--- config.mk ---
export PLATFORM = sky130hd
export DESIGN_NAME = apwm_player
export DESIGN_NICKNAME = d
export VERILOG_FILES = /design/src/apwm_pkg.sv /design/src/apwm_pcm_convert.sv /design/src/apwm_player.sv
export VERILOG_INCLUDE_DIRS = /design/src
export SDC_FILE = /design/constraint.sdc
export NUM_CORES = 1
export LEC_CHECK = 0
export BUFFER_PORTS_ARGS = -buffer_cell sky130_fd_sc_hd__buf_2
export CORE_MARGIN = 1.5
export CORE_UTILIZATION = 30
export CTS_BUF_LIST = sky130_fd_sc_hd__clkbuf_4
export DETAILED_ROUTE_END_ITERATION = 16
export GPL_TIMING_DRIVEN = 0
export SYNTH_ARGS = -nofsm -noshare
export SYNTH_HDL_FRONTEND = slang
export SYNTH_SLANG_ARGS = --single-unit
--- constraint.sdc ---
create_clock -name clk_i -period 4 [get_ports clk_i]
set_clock_uncertainty 0.05 [all_clocks]
set_input_delay 0 -clock clk_i [delete_from_list [all_inputs] [get_ports clk_i]]
set_output_delay 0 -clock clk_i [all_outputs]
set_load 0.02 [all_outputs]
--- src/apwm_defs.svh ---
`ifndef APWM_DEFS_SVH
`define APWM_DEFS_SVH

// register word byte addresses
`define APWM_ADDR_CTRL0 8'h00
`define APWM_ADDR_CTRL1 8'h04
`define APWM_ADDR_PERIOD 8'h08
`define APWM_ADDR_DUTY1 8'h0c
`define APWM_ADDR_DUTY2 8'h10
`define APWM_ADDR_SAMPLE 8'h14
`define APWM_ADDR_STATUS 8'h18
`define APWM_ADDR_MASK 8'h1c
`define APWM_ADDR_COUNT 8'h20

// timer_control_zero fields
`define APWM_C0_RUN 3
`define APWM_C0_CKS_LSB 4
`define APWM_C0_AUDIO 0
`define APWM_C0_STYLE 1
// timer_control_one fields
`define APWM_C1_MODE_LSB 6
`define APWM_C1_OUT_LSB 4
`define APWM_C1_ACTIVE 3
`define APWM_C1_INVERT 2
`define APWM_C1_SWAP 0

// clock select, mode and output codes
`define APWM_CKS_QUARTER 3'h0
`define APWM_CKS_SYS 3'h1
`define APWM_CKS_HIGH 3'h5
`define APWM_MODE_PWM 2'h2
`define APWM_OUT_PWM 2'h2
`define APWM_OUT_LOW 2'h0
`define APWM_OUT_HIGH 2'h1

// reset values and the quarter-rate divider tick value
`define APWM_RST_C0 8'h00
`define APWM_RST_C1 8'h00
`define APWM_RST_PERIOD 10'h000
`define APWM_QUARTER_DIV 2'h3

// status bits: period match, duty one match, duty two match
`define APWM_ST_PERIOD 0
`define APWM_ST_DUTY1 1
`define APWM_ST_DUTY2 2

`endif

--- src/apwm_pkg.sv ---
package apwm_pkg;
	typedef struct packed {
		logic [2:0] clk_sel;
		logic run;
		logic unused;
		logic style_single;
		logic audio_sel;
		logic [0:0] pad;
	} apwm_ctrl0_type;

	typedef struct packed {
		logic [7:0] duty_one;
		logic [7:0] duty_two;
	} apwm_duty_pair_type;

	typedef struct packed {
		logic out_one;
		logic out_two;
	} apwm_pins_type;

	typedef enum logic [1:0] {
		APWM_IDLE = 2'b00,
		APWM_ACK = 2'b01,
		APWM_DONE = 2'b11
	} apwm_bus_state_type;
endpackage

--- src/apwm_pcm_convert.sv ---
`timescale 1ns/10ps
`include "apwm_defs.svh"

// maps a 16-bit unsigned pcm sample to the two duty values
module apwm_pcm_convert (
	input wire logic [15:0] sample_i,
	input wire logic single_i,
	output apwm_pkg::apwm_duty_pair_type duty_o
);
	import apwm_pkg::*;

	logic [15:0] pcm_sample_inverted;

	assign pcm_sample_inverted = ~sample_i;

	// conversion is pure logic; the caller registers the result
	always_comb begin
		if (!single_i) begin
			duty_o.duty_one = sample_i[15:8];
			duty_o.duty_two = pcm_sample_inverted[15:8];
		end else if (!sample_i[15]) begin
			duty_o.duty_one = 8'h00;
			duty_o.duty_two = pcm_sample_inverted[14:7];
		end else begin
			duty_o.duty_one = sample_i[14:7];
			duty_o.duty_two = 8'h00;
		end
	end
endmodule

--- src/apwm_player.sv ---
// Implementation choices: the register offsets and register access over Wishbone.
`timescale 1ns/10ps
`include "apwm_defs.svh"

// Summary of operation
// - codes 001/101 count at clock rate
// - code 000 counts at quarter clock
// - audio-select bit enables audio pwm mode
// - mode and output fields set to PWM
// - active-level one, invert zero: active high
// - period 256 gives clock over 256
// - run bit starts counter last
// - accepts 16-bit unsigned pcm samples
// - differential or single-ended output styles
// - differential duty one gets bits 15:8
// - differential duty two gets complement
// - single, sign zero: two gets ~14:7
// - single, sign one: one gets 14:7
// - duty equals register over 256
// - period and duties shadowed until overflow
// - period clears counter, duties set outputs
// - swap bit forced zero in audio
module apwm_player (
	input wire logic clk_i,
	input wire logic rst_i,
	input wire logic wb_cyc_i,
	input wire logic wb_stb_i,
	input wire logic wb_we_i,
	input wire logic [7:0] wb_adr_i,
	input wire logic [3:0] wb_sel_i,
	input wire logic [31:0] wb_dat_i,
	output logic [31:0] wb_dat_o,
	output logic wb_ack_o,
	input wire logic [15:0] pcm_data_i,
	input wire logic pcm_valid_i,
	output logic pcm_ready_o,
	output apwm_pkg::apwm_pins_type pwm_o,
	output logic irq_o
);
	import apwm_pkg::*;

	logic [7:0] ctrl0_q;
	logic [7:0] ctrl1_q;
	logic [9:0] period_q;
	logic [9:0] period_act_q;
	logic [7:0] duty1_q;
	logic [7:0] duty2_q;
	logic [7:0] duty1_act_q;
	logic [7:0] duty2_act_q;
	logic [9:0] count_q;
	logic [1:0] div_q;
	logic [2:0] status_q;
	logic [2:0] mask_q;
	logic [15:0] sample_q;
	logic ack_q;
	logic run_q;
	apwm_pins_type pins_q;
	apwm_duty_pair_type conv_duty;
	logic tick;
	logic wr_en;
	logic period_hit;
	logic audio_on;
	logic [2:0] ev;
	logic [9:0] period_len;
	logic [31:0] rd_data;
	logic pcm_take;
	logic [1:0] below;
	logic [1:0] level;

	// one-word register decode shared by the write and ready paths; the read mux decodes by case
	function automatic logic hit(input logic [7:0] adr, input logic [7:0] off);
		hit = (adr == off);
	endfunction

	assign audio_on = ctrl0_q[`APWM_C0_AUDIO];
	// byte lane 0 enables every register write; lane 1 adds only the period top bits
	assign wr_en = wb_cyc_i && wb_stb_i && wb_we_i && !ack_q && wb_sel_i[0];

	// single wait-free answer: ack the cycle after strobe, drop after
	// the ack cycle itself blocks a new take, so a request dropped the cycle after ack is taken once
	always_ff @(posedge clk_i) begin
		if (rst_i) begin
			ack_q <= 1'b0;
		end else begin
			ack_q <= wb_cyc_i && wb_stb_i && !ack_q;
		end
	end
	assign wb_ack_o = ack_q;

	// control register zero: audio select, style, run and clock code
	always_ff @(posedge clk_i) begin
		if (rst_i) begin
			ctrl0_q <= `APWM_RST_C0;
		end else if (wr_en && hit(wb_adr_i, `APWM_ADDR_CTRL0)) begin
			ctrl0_q <= wb_dat_i[7:0];
		end
	end

	// control register one: mode, output field, level, inversion, swap
	always_ff @(posedge clk_i) begin
		if (rst_i) begin
			ctrl1_q <= `APWM_RST_C1;
		end else if (wr_en && hit(wb_adr_i, `APWM_ADDR_CTRL1)) begin
			ctrl1_q <= wb_dat_i[7:0];
		end
	end

	// bus writes win; the stream waits a cycle rather than lose a write
	assign pcm_ready_o = !(wr_en && (hit(wb_adr_i, `APWM_ADDR_PERIOD) ||
		hit(wb_adr_i, `APWM_ADDR_DUTY1) || hit(wb_adr_i, `APWM_ADDR_DUTY2)));
	// a sample is taken only in a cycle with no shadow write
	assign pcm_take = pcm_valid_i && pcm_ready_o;

	// period shadow (software side); lane 1 carries the top two bits
	always_ff @(posedge clk_i) begin
		if (rst_i) begin
			period_q <= `APWM_RST_PERIOD;
		end else if (wr_en && hit(wb_adr_i, `APWM_ADDR_PERIOD)) begin
			period_q <= {wb_sel_i[1] ? wb_dat_i[9:8] : period_q[9:8], wb_dat_i[7:0]};
		end
	end

	// duty one shadow: loaded by the bus or by a converted sample
	always_ff @(posedge clk_i) begin
		if (rst_i) begin
			duty1_q <= 8'h00;
		end else if (wr_en && hit(wb_adr_i, `APWM_ADDR_DUTY1)) begin
			duty1_q <= wb_dat_i[7:0];
		end else if (pcm_take) begin
			duty1_q <= conv_duty.duty_one;
		end
	end

	// duty two shadow: loaded by the bus or by a converted sample
	always_ff @(posedge clk_i) begin
		if (rst_i) begin
			duty2_q <= 8'h00;
		end else if (wr_en && hit(wb_adr_i, `APWM_ADDR_DUTY2)) begin
			duty2_q <= wb_dat_i[7:0];
		end else if (pcm_take) begin
			duty2_q <= conv_duty.duty_two;
		end
	end

	// last sample kept for read-back only; it never drives the pins itself
	always_ff @(posedge clk_i) begin
		if (rst_i) begin
			sample_q <= 16'h0000;
		end else if (pcm_take) begin
			// stream sample converted into both duties
			sample_q <= pcm_data_i;
		end
	end

	// style bit picks differential or single
	apwm_pcm_convert u_conv (
		.sample_i(pcm_data_i),
		.single_i(ctrl0_q[`APWM_C0_STYLE]),
		.duty_o(conv_duty)
	);

	// held at zero while stopped so every start has the same phase
	// quarter-rate enable from a divider
	always_ff @(posedge clk_i) begin
		if (rst_i || !run_q) begin
			div_q <= 2'h0;
		end else begin
			div_q <= div_q + 2'h1;
		end
	end
	always_comb begin
		case (ctrl0_q[`APWM_C0_CKS_LSB +: 3])
			`APWM_CKS_SYS: tick = 1'b1;
			`APWM_CKS_HIGH: tick = 1'b1;
			`APWM_CKS_QUARTER: tick = (div_q == `APWM_QUARTER_DIV);
			default: tick = 1'b1;
		endcase
	end

	// clearing run stops the count and lets the active registers follow
	// run bit gates the counter
	assign run_q = ctrl0_q[`APWM_C0_RUN];

	// period zero counts as full 1024-count span
	assign period_len = period_act_q;
	assign period_hit = tick && (count_q == period_len - 10'h001);

	// period counter; cleared at the match, so a period of n gives n counts
	always_ff @(posedge clk_i) begin
		if (rst_i || !run_q) begin
			count_q <= 10'h000;
		end else if (period_hit) begin
			count_q <= 10'h000;
		end else if (tick) begin
			count_q <= count_q + 10'h001;
		end
	end

	// shadow values applied while stopped, and at overflow in audio mode
	always_ff @(posedge clk_i) begin
		if (rst_i) begin
			period_act_q <= `APWM_RST_PERIOD;
			duty1_act_q <= 8'h00;
			duty2_act_q <= 8'h00;
		end else if (!run_q || (period_hit && audio_on)) begin
			period_act_q <= period_q;
			duty1_act_q <= duty1_q;
			duty2_act_q <= duty2_q;
		end
	end

	// both outputs share the one period counter; a generate loop keeps the
	// two compare paths identical by construction
	for (genvar g = 0; g < 2; g++) begin
		logic [7:0] duty_sel;
		// index 0 feeds output one, index 1 output two
		assign duty_sel = (g == 0) ? duty1_act_q : duty2_act_q;
		assign below[g] = count_q < {2'b00, duty_sel};
		assign level[g] = (below[g] ~^ ctrl1_q[`APWM_C1_ACTIVE]) ^ ctrl1_q[`APWM_C1_INVERT];
	end

	// pins are registered so they never glitch on a compare edge; the price
	// is one clock of lag behind the counter, the same for both outputs
	always_ff @(posedge clk_i) begin
		if (rst_i) begin
			pins_q <= '0;
		end else if (!(audio_on && ctrl1_q[`APWM_C1_MODE_LSB +: 2] == `APWM_MODE_PWM)) begin
			pins_q <= '0;
		end else begin
			// output field selects pwm or forced level
			case (ctrl1_q[`APWM_C1_OUT_LSB +: 2])
				`APWM_OUT_PWM: begin
					pins_q.out_one <= level[0];
					pins_q.out_two <= level[1];
				end
				`APWM_OUT_HIGH: pins_q <= 2'b11;
				`APWM_OUT_LOW: pins_q <= 2'b00;
				default: pins_q <= pins_q;
			endcase
		end
	end
	assign pwm_o = pins_q;

	// events: period match, duty one match, duty two match
	// a duty event fires once per period when the duty is below the period, at the count equal to the duty
	assign ev[`APWM_ST_PERIOD] = period_hit;
	assign ev[`APWM_ST_DUTY1] = tick && run_q && (count_q == {2'b00, duty1_act_q});
	assign ev[`APWM_ST_DUTY2] = tick && run_q && (count_q == {2'b00, duty2_act_q});

	// sticky status; a new event wins over a write-one clear
	always_ff @(posedge clk_i) begin
		if (rst_i) begin
			status_q <= 3'h0;
		end else begin
			status_q <= (status_q & ~((wr_en && hit(wb_adr_i, `APWM_ADDR_STATUS)) ?
				wb_dat_i[2:0] : 3'h0)) | ev;
		end
	end
	// mask register, same layout as status
	always_ff @(posedge clk_i) begin
		if (rst_i) begin
			mask_q <= 3'h0;
		end else if (wr_en && hit(wb_adr_i, `APWM_ADDR_MASK)) begin
			mask_q <= wb_dat_i[2:0];
		end
	end
	// level interrupt: high while any unmasked status bit stays set
	assign irq_o = |(status_q & mask_q);

	// read mux; unmapped addresses read zero
	always_comb begin
		rd_data = 32'h0000_0000;
		case (wb_adr_i)
			`APWM_ADDR_CTRL0: rd_data = {24'h0, ctrl0_q};
			// swap bit reads zero in audio mode
			`APWM_ADDR_CTRL1: rd_data = {24'h0, ctrl1_q[7:1],
				ctrl1_q[`APWM_C1_SWAP] & ~audio_on};
			`APWM_ADDR_PERIOD: rd_data = {22'h0, period_q};
			`APWM_ADDR_DUTY1: rd_data = {24'h0, duty1_q};
			`APWM_ADDR_DUTY2: rd_data = {24'h0, duty2_q};
			`APWM_ADDR_SAMPLE: rd_data = {16'h0, sample_q};
			`APWM_ADDR_STATUS: rd_data = {29'h0, status_q};
			`APWM_ADDR_MASK: rd_data = {29'h0, mask_q};
			`APWM_ADDR_COUNT: rd_data = {22'h0, count_q};
			default: rd_data = 32'h0000_0000;
		endcase
	end
	// read data registered: it stands in the ack cycle because the master
	// holds the address until it has seen ack
	always_ff @(posedge clk_i) begin
		if (rst_i) begin
			wb_dat_o <= 32'h0000_0000;
		end else begin
			wb_dat_o <= rd_data;
		end
	end
	// pins always driven; routing is software's
endmodule

==> impl_results.md <==
* Status: complete, no violations
* Max-Cap Viols at 0
* CP max FO at 5
* DRT Wirelength at 18700 um
* Peak supply drop at roughly 180 uV
* Asr flop ratio synth at 0
* EDFF count, synth at 0
* Final min period at 3.06 ns
* Clock transition at path regs at roughly 0.12 ns
* Number of setup buffers added after CTS at 0
* Initial antenna violation count at 1
* Crit start category: flop
* Final Setup Violations at 0
* Wire length per cell at approximately 16 um
* P&R area growth vs syn at 24.7%
* Initial core utilization at 0.308
* DP HPWL at 13600 um
* Slew HR at 0.434
* CTS tree: yes
* Sum Neg Setup Slack at 0 ns
* Row cnt at slightly above 50
* Final ANT Viol Nets at 0
* CTS H-Tree Depth at 4
* First-pass GRT wire length at 29100 um
* Fillers at ~2100
* CTS root buffer: clkbuf_4
* Crit-path slowest cell: dlygate4sd3_1
* I/O Pins at between 100 and 150
* Vias/cell at about 5.0
* Int Power at 0.00176 W
* Leading register cell type out of synthesis: dfxtp_1
* Port Buffer Count at 61
* Largest net degree at the start of global routing at 17
* GPL Wtd Cong at 0.921
* Crit path largest cell delay at 0.63 ns
* Crit path kind: flop to flop
* Gate power share at 0.093
* DR iter-0 viols at between 400 and 500
* Sink Count at around 120
* RSZ-0062 raised after global routing: false
* Post-synth cell types at 53
* Critical Path RT at between 4 and 5 ns
* Vias in the first global route at ~5300
* Die H at approximately 140 um
* Area after DPL at 6700 um^2
* Post-Syn Instances at between 700 and 800
* DR pass1 iterations at 5
* PwrDens at around 320 nW/um^2
* DIE AREA at ~21000 um^2
* Worst path cell trace: and3b_1 > nand3_1 > dlygate4sd3_1 > nor2_1 > dlygate4sd3_1 > nand3_1 > dlygate4sd3_1 > a21oi_1
* Clock tree buffer depth at 2
* Sequential area share after synthesis at 0.403
* Layout cells sized above 1 at 0.139
* Net switching power at 0.000628 W
* Post-synthesis register bit count at around 120
* Worst Tran Pin Value at between 0.8 and 0.9 ns
* Net Sw Frac at 0.263
* Design Area, Final at around 7500 um^2
* Slew Limit Fails at 0
* Worst setup EP type: flop
* Synthesized area at ~6000 um^2
* Synth warn at 0
* Final Hold Vio Count at 0
* CP most frequent cell: dlygate4sd3_1
* Syn Area/Cell at about 8.4 um^2
* Residual DRC at 0
* Maximum clock rate at between 300 and 400 MHz
* GRT Total Usage at 0.187
* Leak pwr at between 2 and 3 nW
* Core Box Area at between 15000 and 20000 um^2
* Final Cycle Share at 0.765
* Vias at 5674
* Skew-Pair Late Insertion Delay at between 0.5 and 0.6 ns
* Die Span X at between 100 and 150 um
* Total CTS buffers at 17
* Worst Path Arrival at about 3.5 ns
* Hold Crit Class: primary input to flop
* GRT Residual Overflow at 0
* Layout Nets at between 900 and 1000
* Power share of the clock group at 0.385
* Sequential share of power at 0.522
## per-layer routing
metal / global-route usage / share of wire
met4: 0.0829 / 0.028
met5: 0 / 0
met3: 0.0354 / 0.063
met2: 0.307 / 0.46
met1: 0.238 / 0.44
## kinds of logic after synthesis
family          share of synthesized area
xor+xnor                           0.0291
mux                                 0.109
flops                               0.403
fa+ha+maj                          0.0396
buf+inv                            0.0697
compound gates                      0.146
other cells                      0.000624
simple gates                        0.204
## worst max-delay path, delay by kind of cell, from the launching register on
kind            cells  cell delay (ns)
flops               1             0.32
compound gates      1             0.12
buf+inv             3             1.84
simple gates        4             0.67
## power by group through the flow
stage                     Sequential (W)  Clock, W  Combinational, W
after floorplan                  0.00127         0          0.000116
after global placement           0.00128         0          0.000184
after detailed placement         0.00128         0          0.000186
after CTS                        0.00125  0.000942          0.000219
after global routing             0.00125  0.000989          0.000244
final                            0.00125  0.000920          0.000222
## what timing repair did
item | 4_1_cts | 5_1_grt
hold buffers | 49 | 0
endpoints found under the setup margin | 0 | 0
endpoints found under the hold margin | 73 | 0
gates resized for setup | 0 | 0
## state kept, by name, indices dropped and copies added (netlist names), 2 cells and up
register	flops
div_q	2
ctrl0_q	8
duty2_q	8
sample_q	16
duty1_q	8
ctrl1_q	8
wb_dat_o	16
pwm_o	2
period_q	10
duty2_act_q	8
period_act_q	10
status_q	3
mask_q	3
duty1_act_q	8
count_q	10
## layout make-up
cell class                      instances  area [um^2]  share of cell area
Multi-Input combinational cell        519         3230               0.430
Sequential cell                       121         2420               0.323
Buffer                                 57          307              0.0409
Inverter                               30          113              0.0150
Clock inverter                         13          154              0.0205
Clock buffer                           19          143              0.0190
Antenna cell                            1         2.50            0.000334
Timing Repair Buffer                  110          796               0.106
Tap cell                              265          332              0.0442
## cell usage in the layout (no fill, tap or decap), types with 17 or more instances in the layout
cell / count
dlygate4sd3_1: 49
clkbuf_4: 19
ha_1: 19
nor2_1: 56
mux2i_1: 63
nand2_1: 119
a21oi_1: 52
buf_2: 69
o21ai_0: 17
clkbuf_1: 29
dfxtp_1: 121
inv_1: 30
nand3_1: 27
## cells in the mapped netlist, drive strengths merged, types with 4 or more instances
| master | number | area share |
|---|---|---|
| buf | 28 | 0.033 |
| xnor2 | 6 | 0.0087 |
| a221oi | 13 | 0.019 |
| a211oi | 4 | 0.0050 |
| xor2 | 14 | 0.020 |
| a22oi | 16 | 0.020 |
| dfxtp | 121 | 0.40 |
| nor3 | 12 | 0.012 |
| nand4 | 6 | 0.0062 |
| a31oi | 8 | 0.0083 |
| nand2 | 119 | 0.074 |
| nand3 | 27 | 0.022 |
| or4 | 4 | 0.0050 |
| mux2i | 63 | 0.10 |
| o22ai | 8 | 0.0083 |
| clkbuf | 29 | 0.018 |
| a21oi | 52 | 0.043 |
| inv | 30 | 0.019 |
| ha | 19 | 0.040 |
| and2 | 9 | 0.0094 |
| nor2 | 56 | 0.035 |
| o21ai | 17 | 0.014 |
| and3 | 8 | 0.0083 |
## through the flow
step / hold WS, ns / instances / worst slack, ns / util / total power (W)
5_1_grt: 0.0676 / 1135 / 0.808 / 0.384 / 0.00248
3_5_place_dp: 0.194 / 1053 / 1.43 / 0.343 / 0.00146
2_1_floorplan: 0.0860 / 727 / 1.80 / - / 0.00138
3_3_place_gp: 0.184 / 1053 / 1.43 / 0.343 / 0.00146
6_report: 0.0307 / 1135 / 0.942 / 0.384 / 0.00239
4_1_cts: 0.00258 / 1134 / 1.00 / 0.384 / 0.00241
## final timing paths
| path | startpoint | endpoint | slack (ns) | cells past startpoint |
|---|---|---|---|---|
| worst max-delay path | wb_ack_o | mask_q[1] | 0.94 | 8 |
| worst min-delay path | wb_adr_i[1] | wb_dat_o[12] | 0.03 | 5 |
| worst max register to register | wb_ack_o | mask_q[1] | 0.94 | 8 |
| worst min register to register | div_q[0] | div_q[0] | 0.39 | 1 |
No activity file was read; power rests on OpenSTA's default activity.
